## src/aof_pkg.sv

```systemverilog
// Purpose: Shared constants for the converter output format and power mode block
// Assumes: 100 MHz mclk, 32-bit AXI4-Lite register bus
// Notes: Offsets are byte addresses of aligned 32-bit words
package aof_pkg;

  // ************************************************************
  // Clock and timing
  // ************************************************************
  localparam int CLK_PERIOD_NS = 10;            // mclk period
  localparam int SLEEP_RECOVERY_NS = 1000000;   // Reference recharge after sleep
  localparam int SLEEP_RECOVERY_CYC = (SLEEP_RECOVERY_NS + CLK_PERIOD_NS - 1) / CLK_PERIOD_NS;
  localparam int NAP_RECOVERY_TICKS = 100;      // Sample clocks after nap
  localparam int RELOCK_TICKS = 100;            // Stabilizer relock sample clocks
  localparam int SAMPLE_DIV = 2;                // mclk cycles per sample

  // ************************************************************
  // Code layout
  // ************************************************************
  localparam int CODE_W = 10;
  localparam int CODE_MSB = CODE_W - 1;
  localparam logic [CODE_W-1:0] CODE_MAX = 10'h3ff;  // All ones
  localparam logic [CODE_W-1:0] CODE_MIN = 10'h000;  // All zeros

  // ************************************************************
  // Mode strap levels
  // ************************************************************
  localparam logic [1:0] STRAP_GND = 2'h0;      // Offset binary, stabilizer off
  localparam logic [1:0] STRAP_THIRD = 2'h1;    // Offset binary, stabilizer on
  localparam logic [1:0] STRAP_TWO_THIRD = 2'h2; // Two's complement, stabilizer on
  localparam logic [1:0] STRAP_SUPPLY = 2'h3;   // Two's complement, stabilizer off
  localparam int STRAP_SETTLE = 3;              // Cycles after reset release to latch

  // ************************************************************
  // Register map
  // ************************************************************
  localparam int ADDR_W = 8;
  localparam logic [ADDR_W-1:0] REG_STATUS = 8'h00;     // Sticky events, read only
  localparam logic [ADDR_W-1:0] REG_INT_ENABLE = 8'h04; // Interrupt enables
  localparam logic [ADDR_W-1:0] REG_INT_CLEAR = 8'h08;  // Write one to clear
  localparam logic [ADDR_W-1:0] REG_STATE = 8'h0c;      // Live state, read only
  localparam logic [ADDR_W-1:0] REG_CONTROL = 8'h10;    // Output control

  localparam int EVT_W = 4;
  localparam int EVT_OVERFLOW = 0;
  localparam int EVT_SLEEP = 1;
  localparam int EVT_NAP = 2;
  localparam int EVT_VALID = 3;

  localparam int ST_TWOS = 0;
  localparam int ST_STAB = 1;
  localparam int ST_VALID = 2;
  localparam int ST_OE = 3;
  localparam int ST_PWR_LSB = 4;
  localparam int ST_W = 6;

  localparam int CTL_ZERO_INVALID = 0;
  localparam logic [1:0] RESP_OKAY = 2'h0;
  localparam logic [1:0] RESP_SLVERR = 2'h2;

  typedef enum logic [1:0] {PWR_NORMAL, PWR_SLEEP, PWR_NAP, PWR_RECOVER} aof_pwr_e;

endpackage : aof_pkg

```

## src/aof_output_format.sv

```systemverilog
// Purpose: Output coding, overflow, output enable and power modes of a 10-bit converter
// Assumes: Quantizer delivers offset-binary raw codes and range flags on mclk
// Notes: Registers over AXI4-Lite; pins pass two flip-flops
//
// Our own choices: the AXI4-Lite slave port and the address map.
`timescale 1ns/1ps
module aof_output_format
  import aof_pkg::*;
#(
  parameter int SLEEP_CYC = SLEEP_RECOVERY_CYC, // Sleep recovery in mclk cycles
  parameter int DIV = SAMPLE_DIV                // mclk cycles per sample
) (
  input wire logic mclk,
  input wire logic sys_rst,
  input wire logic [CODE_W-1:0] rawCode,
  input wire logic overRange,
  input wire logic underRange,
  input wire logic [1:0] modeStrap,
  input wire logic powerDownReq,
  input wire logic outEnableN,
  output logic [CODE_W-1:0] sampleCode,
  output logic sampleCodeOe,
  output logic overflowFlag,
  output logic overflowFlagOe,
  output logic dataValid,
  output logic sampleTick,
  output logic stabilizerOn,
  output logic refPowerOn,
  output logic corePowerOn,
  output logic irq,
  input wire logic [ADDR_W-1:0] s_axi_awaddr,
  input wire logic s_axi_awvalid,
  output logic s_axi_awready,
  input wire logic [31:0] s_axi_wdata,
  input wire logic [3:0] s_axi_wstrb,
  input wire logic s_axi_wvalid,
  output logic s_axi_wready,
  output logic [1:0] s_axi_bresp,
  output logic s_axi_bvalid,
  input wire logic s_axi_bready,
  input wire logic [ADDR_W-1:0] s_axi_araddr,
  input wire logic s_axi_arvalid,
  output logic s_axi_arready,
  output logic [31:0] s_axi_rdata,
  output logic [1:0] s_axi_rresp,
  output logic s_axi_rvalid,
  input wire logic s_axi_rready
);

  // ************************************************************
  // Declarations
  // ************************************************************
  logic [1:0] strapSync;          // Synchronized strap
  logic shdnSync;                 // Synchronized shutdown
  logic oeNSync;                  // Synchronized output enable
  logic [$clog2(DIV+1)-1:0] divCnt_q; // Sample divider
  logic [1:0] settle_q;           // Strap settle counter
  logic strapDone_q;              // Strap latched
  logic twos_q;                   // Two's complement selected
  aof_pwr_e pwr_q;                // Power state
  logic fromSleep_q;              // Recovery started from sleep
  logic [31:0] recCnt_q;          // Recovery countdown
  logic [7:0] lockCnt_q;          // Stabilizer relock countdown
  logic locked;                   // Stabilizer ready
  logic recValid;                 // Data trusted
  logic outsAllowed;              // Not sleeping or napping
  logic [EVT_W-1:0] status_q;     // Sticky events
  logic [EVT_W-1:0] intEn_q;      // Interrupt enables
  logic [EVT_W-1:0] evtSet;       // Events this cycle
  logic [EVT_W-1:0] evtClr;       // Clears this cycle
  logic zeroInvalid_q;            // Drive zero while invalid
  logic validPrev_q;              // Valid edge detect
  logic [ADDR_W-1:0] awAddr_q;    // Held write address
  logic awHeld_q;                 // Write address taken
  logic [31:0] wData_q;           // Held write data
  logic [3:0] wStrb_q;            // Held strobes
  logic wHeld_q;                  // Write data taken
  logic doWrite;                  // Both halves present
  logic [CODE_W-1:0] coded;       // Formatted code

  // Register decode used by both read and write paths
  function automatic logic regHit(input logic [ADDR_W-1:0] a, input logic forWrite);
    case (a)
      REG_STATUS, REG_STATE: regHit = !forWrite;
      REG_INT_ENABLE, REG_CONTROL: regHit = 1'b1;
      REG_INT_CLEAR: regHit = forWrite;
      default: regHit = 1'b0;
    endcase
  endfunction : regHit

  // ************************************************************
  // Pin synchronizers
  // ************************************************************
  aof_sync2 #(.WIDTH(4)) uPinSync (
    .mclk(mclk),
    .sys_rst(sys_rst),
    .asyncIn({modeStrap, powerDownReq, outEnableN}),
    .syncOut({strapSync, shdnSync, oeNSync})
  );

  // ************************************************************
  // Sample rate divider
  // ************************************************************
  // One tick per sample period
  always_ff @(posedge mclk or posedge sys_rst)
  begin
    if (sys_rst)
    begin
      divCnt_q <= '0;
      sampleTick <= 1'b0;
    end
    else if (divCnt_q == ($clog2(DIV+1))'(DIV - 1))
    begin
      divCnt_q <= '0;
      sampleTick <= 1'b1;
    end
    else
    begin
      divCnt_q <= divCnt_q + 1'b1;
      sampleTick <= 1'b0;
    end
  end

  // ************************************************************
  // Mode strap latch
  // ************************************************************
  // Caught once after the synchronizer has settled
  always_ff @(posedge mclk or posedge sys_rst)
  begin
    if (sys_rst)
    begin
      settle_q <= '0;
      strapDone_q <= 1'b0;
      twos_q <= 1'b0;
      stabilizerOn <= 1'b0;
    end
    else if (!strapDone_q)
    begin
      if (settle_q == 2'(STRAP_SETTLE - 1))
      begin
        strapDone_q <= 1'b1;
        twos_q <= (strapSync == STRAP_TWO_THIRD) || (strapSync == STRAP_SUPPLY);
        stabilizerOn <= (strapSync == STRAP_THIRD) || (strapSync == STRAP_TWO_THIRD);
      end
      else
      begin
        settle_q <= settle_q + 1'b1;
      end
    end
  end

  // ************************************************************
  // Power state machine
  // ************************************************************
  // Shutdown with output enable picks sleep or nap
  always_ff @(posedge mclk or posedge sys_rst)
  begin
    if (sys_rst)
    begin
      pwr_q <= PWR_NORMAL;
      fromSleep_q <= 1'b0;
      recCnt_q <= '0;
    end
    else
    begin
      case (pwr_q)
        PWR_NORMAL, PWR_RECOVER:
        begin
          if (shdnSync && oeNSync)
          begin
            pwr_q <= PWR_SLEEP;
          end
          else if (shdnSync)
          begin
            pwr_q <= PWR_NAP;
          end
          else if (pwr_q == PWR_RECOVER)
          begin
            // Sleep counts mclk, nap counts samples
            if (recCnt_q == '0)
            begin
              pwr_q <= PWR_NORMAL;
            end
            else if (fromSleep_q || sampleTick)
            begin
              recCnt_q <= recCnt_q - 1'b1;
            end
          end
        end
        PWR_SLEEP:
        begin
          // Reference lost: long recovery
          if (!shdnSync)
          begin
            pwr_q <= PWR_RECOVER;
            fromSleep_q <= 1'b1;
            recCnt_q <= 32'(SLEEP_CYC - 1);
          end
          else if (!oeNSync)
          begin
            pwr_q <= PWR_NAP;
          end
        end
        PWR_NAP:
        begin
          // Reference kept: short recovery
          if (!shdnSync)
          begin
            pwr_q <= PWR_RECOVER;
            fromSleep_q <= 1'b0;
            recCnt_q <= 32'(NAP_RECOVERY_TICKS - 1);
          end
          else if (oeNSync)
          begin
            pwr_q <= PWR_SLEEP;
          end
        end
        default:
        begin
          pwr_q <= PWR_NORMAL;
        end
      endcase
    end
  end

  // ************************************************************
  // Stabilizer relock
  // ************************************************************
  // Clock gone while powered down, so relock on every wake
  always_ff @(posedge mclk or posedge sys_rst)
  begin
    if (sys_rst)
    begin
      lockCnt_q <= 8'(RELOCK_TICKS);
    end
    else if (pwr_q == PWR_SLEEP || pwr_q == PWR_NAP || !strapDone_q)
    begin
      lockCnt_q <= 8'(RELOCK_TICKS);
    end
    else if (sampleTick && lockCnt_q != '0)
    begin
      lockCnt_q <= lockCnt_q - 1'b1;
    end
  end

  assign locked = !stabilizerOn || (lockCnt_q == '0);
  assign recValid = strapDone_q && (pwr_q == PWR_NORMAL) && locked;
  assign outsAllowed = (pwr_q == PWR_NORMAL) || (pwr_q == PWR_RECOVER);

  // ************************************************************
  // Output coding
  // ************************************************************
  // Saturate on range error, then choose format
  always_comb
  begin
    coded = rawCode;
    if (overRange)
    begin
      coded = CODE_MAX;
    end
    else if (underRange)
    begin
      coded = CODE_MIN;
    end
    if (twos_q)
    begin
      coded[CODE_MSB] = ~coded[CODE_MSB];
    end
  end

  // One new code per sample tick while converting
  always_ff @(posedge mclk or posedge sys_rst)
  begin
    if (sys_rst)
    begin
      sampleCode <= '0;
      overflowFlag <= 1'b0;
      dataValid <= 1'b0;
    end
    else if (sampleTick && outsAllowed)
    begin
      sampleCode <= (zeroInvalid_q && !recValid) ? '0 : coded;
      overflowFlag <= overRange || underRange;
      dataValid <= recValid;
    end
    else if (!outsAllowed)
    begin
      dataValid <= 1'b0;
    end
  end

  // ************************************************************
  // Output drivers and power controls
  // ************************************************************
  // Enables low in sleep, nap or with output enable high
  always_ff @(posedge mclk or posedge sys_rst)
  begin
    if (sys_rst)
    begin
      sampleCodeOe <= 1'b0;
      overflowFlagOe <= 1'b0;
      refPowerOn <= 1'b0;
      corePowerOn <= 1'b0;
    end
    else
    begin
      sampleCodeOe <= outsAllowed && !oeNSync;
      overflowFlagOe <= outsAllowed && !oeNSync;
      refPowerOn <= (pwr_q != PWR_SLEEP);
      corePowerOn <= outsAllowed;
    end
  end

  // ************************************************************
  // Events and interrupt
  // ************************************************************
  always_comb
  begin
    evtSet = '0;
    evtSet[EVT_OVERFLOW] = sampleTick && outsAllowed && (overRange || underRange);
    evtSet[EVT_SLEEP] = (pwr_q != PWR_SLEEP) && shdnSync && oeNSync;
    evtSet[EVT_NAP] = (pwr_q != PWR_NAP) && shdnSync && !oeNSync;
    evtSet[EVT_VALID] = recValid && !validPrev_q;
    evtClr = '0;
    if (doWrite && awAddr_q == REG_INT_CLEAR && wStrb_q[0])
    begin
      evtClr = wData_q[EVT_W-1:0];
    end
  end

  // Set wins over a clear in the same cycle
  always_ff @(posedge mclk or posedge sys_rst)
  begin
    if (sys_rst)
    begin
      status_q <= '0;
      validPrev_q <= 1'b0;
      irq <= 1'b0;
    end
    else
    begin
      status_q <= (status_q & ~evtClr) | evtSet;
      validPrev_q <= recValid;
      irq <= |(((status_q & ~evtClr) | evtSet) & intEn_q);
    end
  end

  // ************************************************************
  // AXI4-Lite write channel
  // ************************************************************
  assign doWrite = awHeld_q && wHeld_q && !s_axi_bvalid;

  // Address and data taken in either order
  always_ff @(posedge mclk or posedge sys_rst)
  begin
    if (sys_rst)
    begin
      awHeld_q <= 1'b0;
      awAddr_q <= '0;
      wHeld_q <= 1'b0;
      wData_q <= '0;
      wStrb_q <= '0;
      s_axi_awready <= 1'b0;
      s_axi_wready <= 1'b0;
      s_axi_bvalid <= 1'b0;
      s_axi_bresp <= RESP_OKAY;
    end
    else
    begin
      s_axi_awready <= !awHeld_q && !(s_axi_awvalid && s_axi_awready);
      s_axi_wready <= !wHeld_q && !(s_axi_wvalid && s_axi_wready);
      if (s_axi_awvalid && s_axi_awready)
      begin
        awHeld_q <= 1'b1;
        awAddr_q <= s_axi_awaddr;
      end
      if (s_axi_wvalid && s_axi_wready)
      begin
        wHeld_q <= 1'b1;
        wData_q <= s_axi_wdata;
        wStrb_q <= s_axi_wstrb;
      end
      if (doWrite)
      begin
        s_axi_bvalid <= 1'b1;
        s_axi_bresp <= regHit(awAddr_q, 1'b1) ? RESP_OKAY : RESP_SLVERR;
      end
      else if (s_axi_bvalid && s_axi_bready)
      begin
        s_axi_bvalid <= 1'b0;
        awHeld_q <= 1'b0;
        wHeld_q <= 1'b0;
      end
    end
  end

  // Writable control registers, low byte lane only
  always_ff @(posedge mclk or posedge sys_rst)
  begin
    if (sys_rst)
    begin
      intEn_q <= '0;
      zeroInvalid_q <= 1'b0;
    end
    else if (doWrite && wStrb_q[0])
    begin
      if (awAddr_q == REG_INT_ENABLE)
      begin
        intEn_q <= wData_q[EVT_W-1:0];
      end
      if (awAddr_q == REG_CONTROL)
      begin
        zeroInvalid_q <= wData_q[CTL_ZERO_INVALID];
      end
    end
  end

  // ************************************************************
  // AXI4-Lite read channel
  // ************************************************************
  always_ff @(posedge mclk or posedge sys_rst)
  begin
    if (sys_rst)
    begin
      s_axi_arready <= 1'b0;
      s_axi_rvalid <= 1'b0;
      s_axi_rdata <= '0;
      s_axi_rresp <= RESP_OKAY;
    end
    else
    begin
      s_axi_arready <= !s_axi_rvalid && !(s_axi_arvalid && s_axi_arready);
      if (s_axi_arvalid && s_axi_arready)
      begin
        s_axi_rvalid <= 1'b1;
        s_axi_rresp <= regHit(s_axi_araddr, 1'b0) ? RESP_OKAY : RESP_SLVERR;
        case (s_axi_araddr)
          REG_STATUS: s_axi_rdata <= 32'(status_q);
          REG_INT_ENABLE: s_axi_rdata <= 32'(intEn_q);
          REG_STATE: s_axi_rdata <= 32'({pwr_q, sampleCodeOe, recValid, stabilizerOn, twos_q});
          REG_CONTROL: s_axi_rdata <= 32'(zeroInvalid_q);
          default: s_axi_rdata <= '0;
        endcase
      end
      else if (s_axi_rvalid && s_axi_rready)
      begin
        s_axi_rvalid <= 1'b0;
      end
    end
  end

endmodule : aof_output_format

```

## src/aof_sync2.sv

```systemverilog
// Purpose: Two flip-flop synchronizer for pin levels
// Assumes: Inputs are static or slow against mclk
// Notes: First stage feeds only the second stage
`timescale 1ns/1ps
module aof_sync2 #(
  parameter int WIDTH = 1
) (
  input wire logic mclk,
  input wire logic sys_rst,
  input wire logic [WIDTH-1:0] asyncIn,
  output logic [WIDTH-1:0] syncOut
);

  logic [WIDTH-1:0] meta_q; // First stage

  // ************************************************************
  // Two stage capture
  // ************************************************************
  always_ff @(posedge mclk or posedge sys_rst)
  begin
    if (sys_rst)
    begin
      meta_q <= '0;
      syncOut <= '0;
    end
    else
    begin
      meta_q <= asyncIn;
      syncOut <= meta_q;
    end
  end

endmodule : aof_sync2

```

## config.mk

```make
export PLATFORM = sky130hd
export DESIGN_NAME = aof_output_format
export DESIGN_NICKNAME = d
export VERILOG_FILES = /design/src/aof_pkg.sv /design/src/aof_output_format.sv /design/src/aof_sync2.sv
export SDC_FILE = /design/constraint.sdc
export NUM_CORES = 1
export LEC_CHECK = 0
export ABC_CLOCK_PERIOD_IN_PS = 6100
export BUFFER_PORTS_ARGS = -buffer_cell sky130_fd_sc_hd__buf_2
export CAP_MARGIN = 20
export CORE_ASPECT_RATIO = 1.2
export CORE_UTILIZATION = 58
export CTS_CLUSTER_DIAMETER = 150
export CTS_CLUSTER_SIZE = 40
export DETAILED_ROUTE_END_ITERATION = 10
export PLACE_DENSITY = 0.94
export SLEW_MARGIN = 20
export SYNTH_ARGS = -nofsm -noshare
export SYNTH_HDL_FRONTEND = slang
export SYNTH_SLANG_ARGS = --single-unit
export TNS_END_PERCENT = 10
```

## constraint.sdc

```tcl
create_clock -name mclk -period 6.1 [get_ports mclk]
set_input_delay 1.22 -clock mclk [delete_from_list [all_inputs] [get_ports mclk]]
set_output_delay 1.22 -clock mclk [all_outputs]
set_load 0.01 [all_outputs]
```

==> flow_summary.json <==
{
  "end_kind": "register",
  "worstReg2RegStart": "recCnt_q[0]",
  "hpwl_mm": 8.40,
  "remaining_drc_errors": 0,
  "grt_usage": 0.277,
  "ys.flop_type": "dfrtp_1",
  "die_w_um": 92.1,
  "max_stage_delay_ns": 0.69,
  "synth-seq-cells": 113,
  "die-area_mm2": 0.0101,
  "setup_tns_ns": 0,
  "slew_headroom": 0.411,
  "cts_tree": "yes",
  "status": "completed",
  "synth-async-reset-ratio": 1.00,
  "synth_warnings": 0,
  "finalCritPeriodShare": 0.478,
  "syn_inst": 565,
  "critPathTopFamily": "simple AND/OR/NAND/NOR gates",
  "cts-resized-gates": 0,
  "numCtsBuffers": 17,
  "startpoint": "recCnt_q[0]",
  "crit_path_top_delay_cell": "nor4b_1",
  "num_rows": 39,
  "worst_slew_pin_slew_ns": 0.884,
  "start_kind": "register",
  "die_h_um": 110,
  "crit_chain": "inv_1 -> ha_1 -> nor4b_1 -> and4_1 -> a31o_2 -> nor4_1 -> a311o_1",
  "grt_overflow_total": 0,
  "fill_cells": 625,
  "ys_top_cells_by_count": "110 x dfrtp_1, 52 x o21ai_0, 50 x nand2_1",
  "syn_to_final_growth_pct": 16.1,
  "port_buffers": 75,
  "hold_viol": 0,
  "core_area_mm2": 0.00952,
  "ir_drop_mv": 0.253,
  "power_leakage_nw": 2.97,
  "clockBufferDepth": 2,
  "yosysUniqueCellTypes": 65,
  "avgViaCountPerCell": 6.12,
  "ios": 135,
  "first_pass_iters": 5,
  "diodes": 0,
  "yosys.area.top_type_share": 0.487,
  "r2r_cells": 7,
  "synth.most_common_cell": "dfrtp_1",
  "rsz0062_at_grt": "no",
  "dr_total_vias": 4751,
  "hp-start": "uPinSync.meta_q[3]",
  "cts_setup_buffers": 0,
  "drtIter0Drc": 423,
  "powerDensity_mw_per_mm2": 526,
  "drt_wl_total_mm": 13.5,
  "clock_sinks": 113,
  "critPathMaxFanout": 32,
  "crit_required_ns": 6.40,
  "initial_core_util": 0.594,
  "cp_num_buf_inv": 1,
  "grt_pass1_vias": 4346,
  "r2r_end": "recCnt_q[22]",
  "finalNetCount": 725,
  "postRouteAntennaNets": 0,
  "ctsHoldBuffers": 0,
  "critical_path_class": "reg2reg",
  "h-tree-depth": 4,
  "path_clk_slew_ns": 0.05,
  "reg2reg_slack_ns": 3.19,
  "synthesis.area_mm2": 0.00565,
  "arrival_ns": 3.21,
  "synth-edff-count": 0,
  "grt_pass1_wl_mm": 21.5,
  "clk_latency_ns": 0.41,
  "fin_crit_ns": 2.91,
  "max_freq_ghz": 0.343,
  "wl_per_cell_um": 17.4,
  "gp_congestion": 0.864,
  "antenna_found_initial": 0,
  "finClkSkew_ns": 0.00739,
  "cap_violations": 0,
  "synth_top_cell_by_area": "dfrtp_1",
  "critPathCapture": "recCnt_q[22]",
  "grt_max_degree": 73,
  "synth.area.top_cells": "dfrtp_1 49%, o21ai_0 4.6%, buf_4 4.1%",
  "avgSynthCellArea_um2": 10.0,
  "power.total_mw": 3.45,
  "setup_viol": 0,
  "whs_ns": 0.354,
  "yosysSeqAreaShare": 0.501,
  "layout-drive-gt1-share": 0.222,
  "path_depth": 7,
  "slew_viol_final": 0,
  "hold_class": "reg2reg",
  "cts-root-buf": "clkbuf_16"
}
registers in the layout, summed over array words and instances (netlist names), 2 cells and up:
signal,flops
awAddr_q,8
divCnt_q,2
intEn_q,4
lockCnt_q,8
pwr_q,2
recCnt_q,32
s_axi_rdata,6
sampleCode,10
settle_q,2
status_q,4
uPinSync.meta_q,4
uPinSync.syncOut,4
wData_q,4
where the power goes:
part,internal (mW),switching (mW)
registers,0.984,0.228
clock network,0.621,0.329
logic,0.492,0.793
layer usage:
metal | up-vias | share of wire | GRT usage
met5 | - | 0 | 0
met3 | 40 | 0.063 | 0.0686
met4 | 0 | 0.032 | 0.131
met2 | 244 | 0.51 | 0.482
li1 | 2142 | - | -
met1 | 2325 | 0.39 | 0.325
worst min path at each step:
stage	to	slack [ns]	depth (start not counted)
after floorplan	uPinSync.syncOut[0]	0.33	0
after global placement	uPinSync.syncOut[2]	0.34	0
after detailed placement	uPinSync.syncOut[3]	0.34	0
after CTS	uPinSync.syncOut[3]	0.35	0
after global routing	uPinSync.syncOut[3]	0.36	0
final	uPinSync.syncOut[3]	0.35	0
per-stage QoR:
stage	utilization	area, µm²	std cells	setup slack, ns
after CTS	0.689	6560	776	3.23
after detailed placement	0.629	5980	745	3.29
after global routing	0.689	6560	776	3.02
after floorplan	-	5750	592	1.90
final	0.689	6560	776	3.19
after global placement	0.629	5980	745	3.36
logic make-up (layout without fill, tap and decap cells):
group,Yosys count,after routing,synth area share
simple gates,185,185,0.176
flops,113,113,0.501
mux,23,23,0.0450
buf+inv,76,137,0.0758
compound gates,147,147,0.165
fa+ha+maj,9,9,0.0199
other cells,1,28,0.000664
xor+xnor,11,11,0.0171
worst register-to-register path, stage by stage (launching register included):
cell	delay [ns]
dfrtp_1	0.41
inv_1	0.07
ha_1	0.24
nor4b_1	0.69
and4_1	0.42
a31o_2	0.56
nor4_1	0.13
a311o_1	0.29
layout make-up:
| class | instances | area (µm²) | share of cell area |
|---|---|---|---|
| Sequential cell | 113 | 2830 | 0.432 |
| Multi-Input combinational cell | 403 | 2490 | 0.380 |
| Clock buffer | 27 | 523 | 0.0798 |
| Timing Repair Buffer | 79 | 405 | 0.0618 |
| Tap cell | 123 | 154 | 0.0235 |
| Inverter | 27 | 104 | 0.0158 |
| Clock inverter | 4 | 47.5 | 0.00725 |
cell usage in the layout, fill, tap and decap left out, types with 6 or more instances in the layout:
cell,netlist,final
dfrtp_1,110,110
buf_2,2,75
o21ai_0,52,52
nand2_1,50,50
nor2_1,45,45
a21oi_1,32,32
conb_1,1,28
inv_1,26,25
mux2_2,19,19
clkbuf_16,0,17
nor3_1,13,13
nand3_1,11,11
o31ai_1,10,10
nor4_1,10,10
ha_1,9,9
or3_1,8,8
a31oi_1,8,8
and2_1,6,6
xor2_1,6,6
clkbuf_8,0,6
Power figures use the tool's default switching activity.
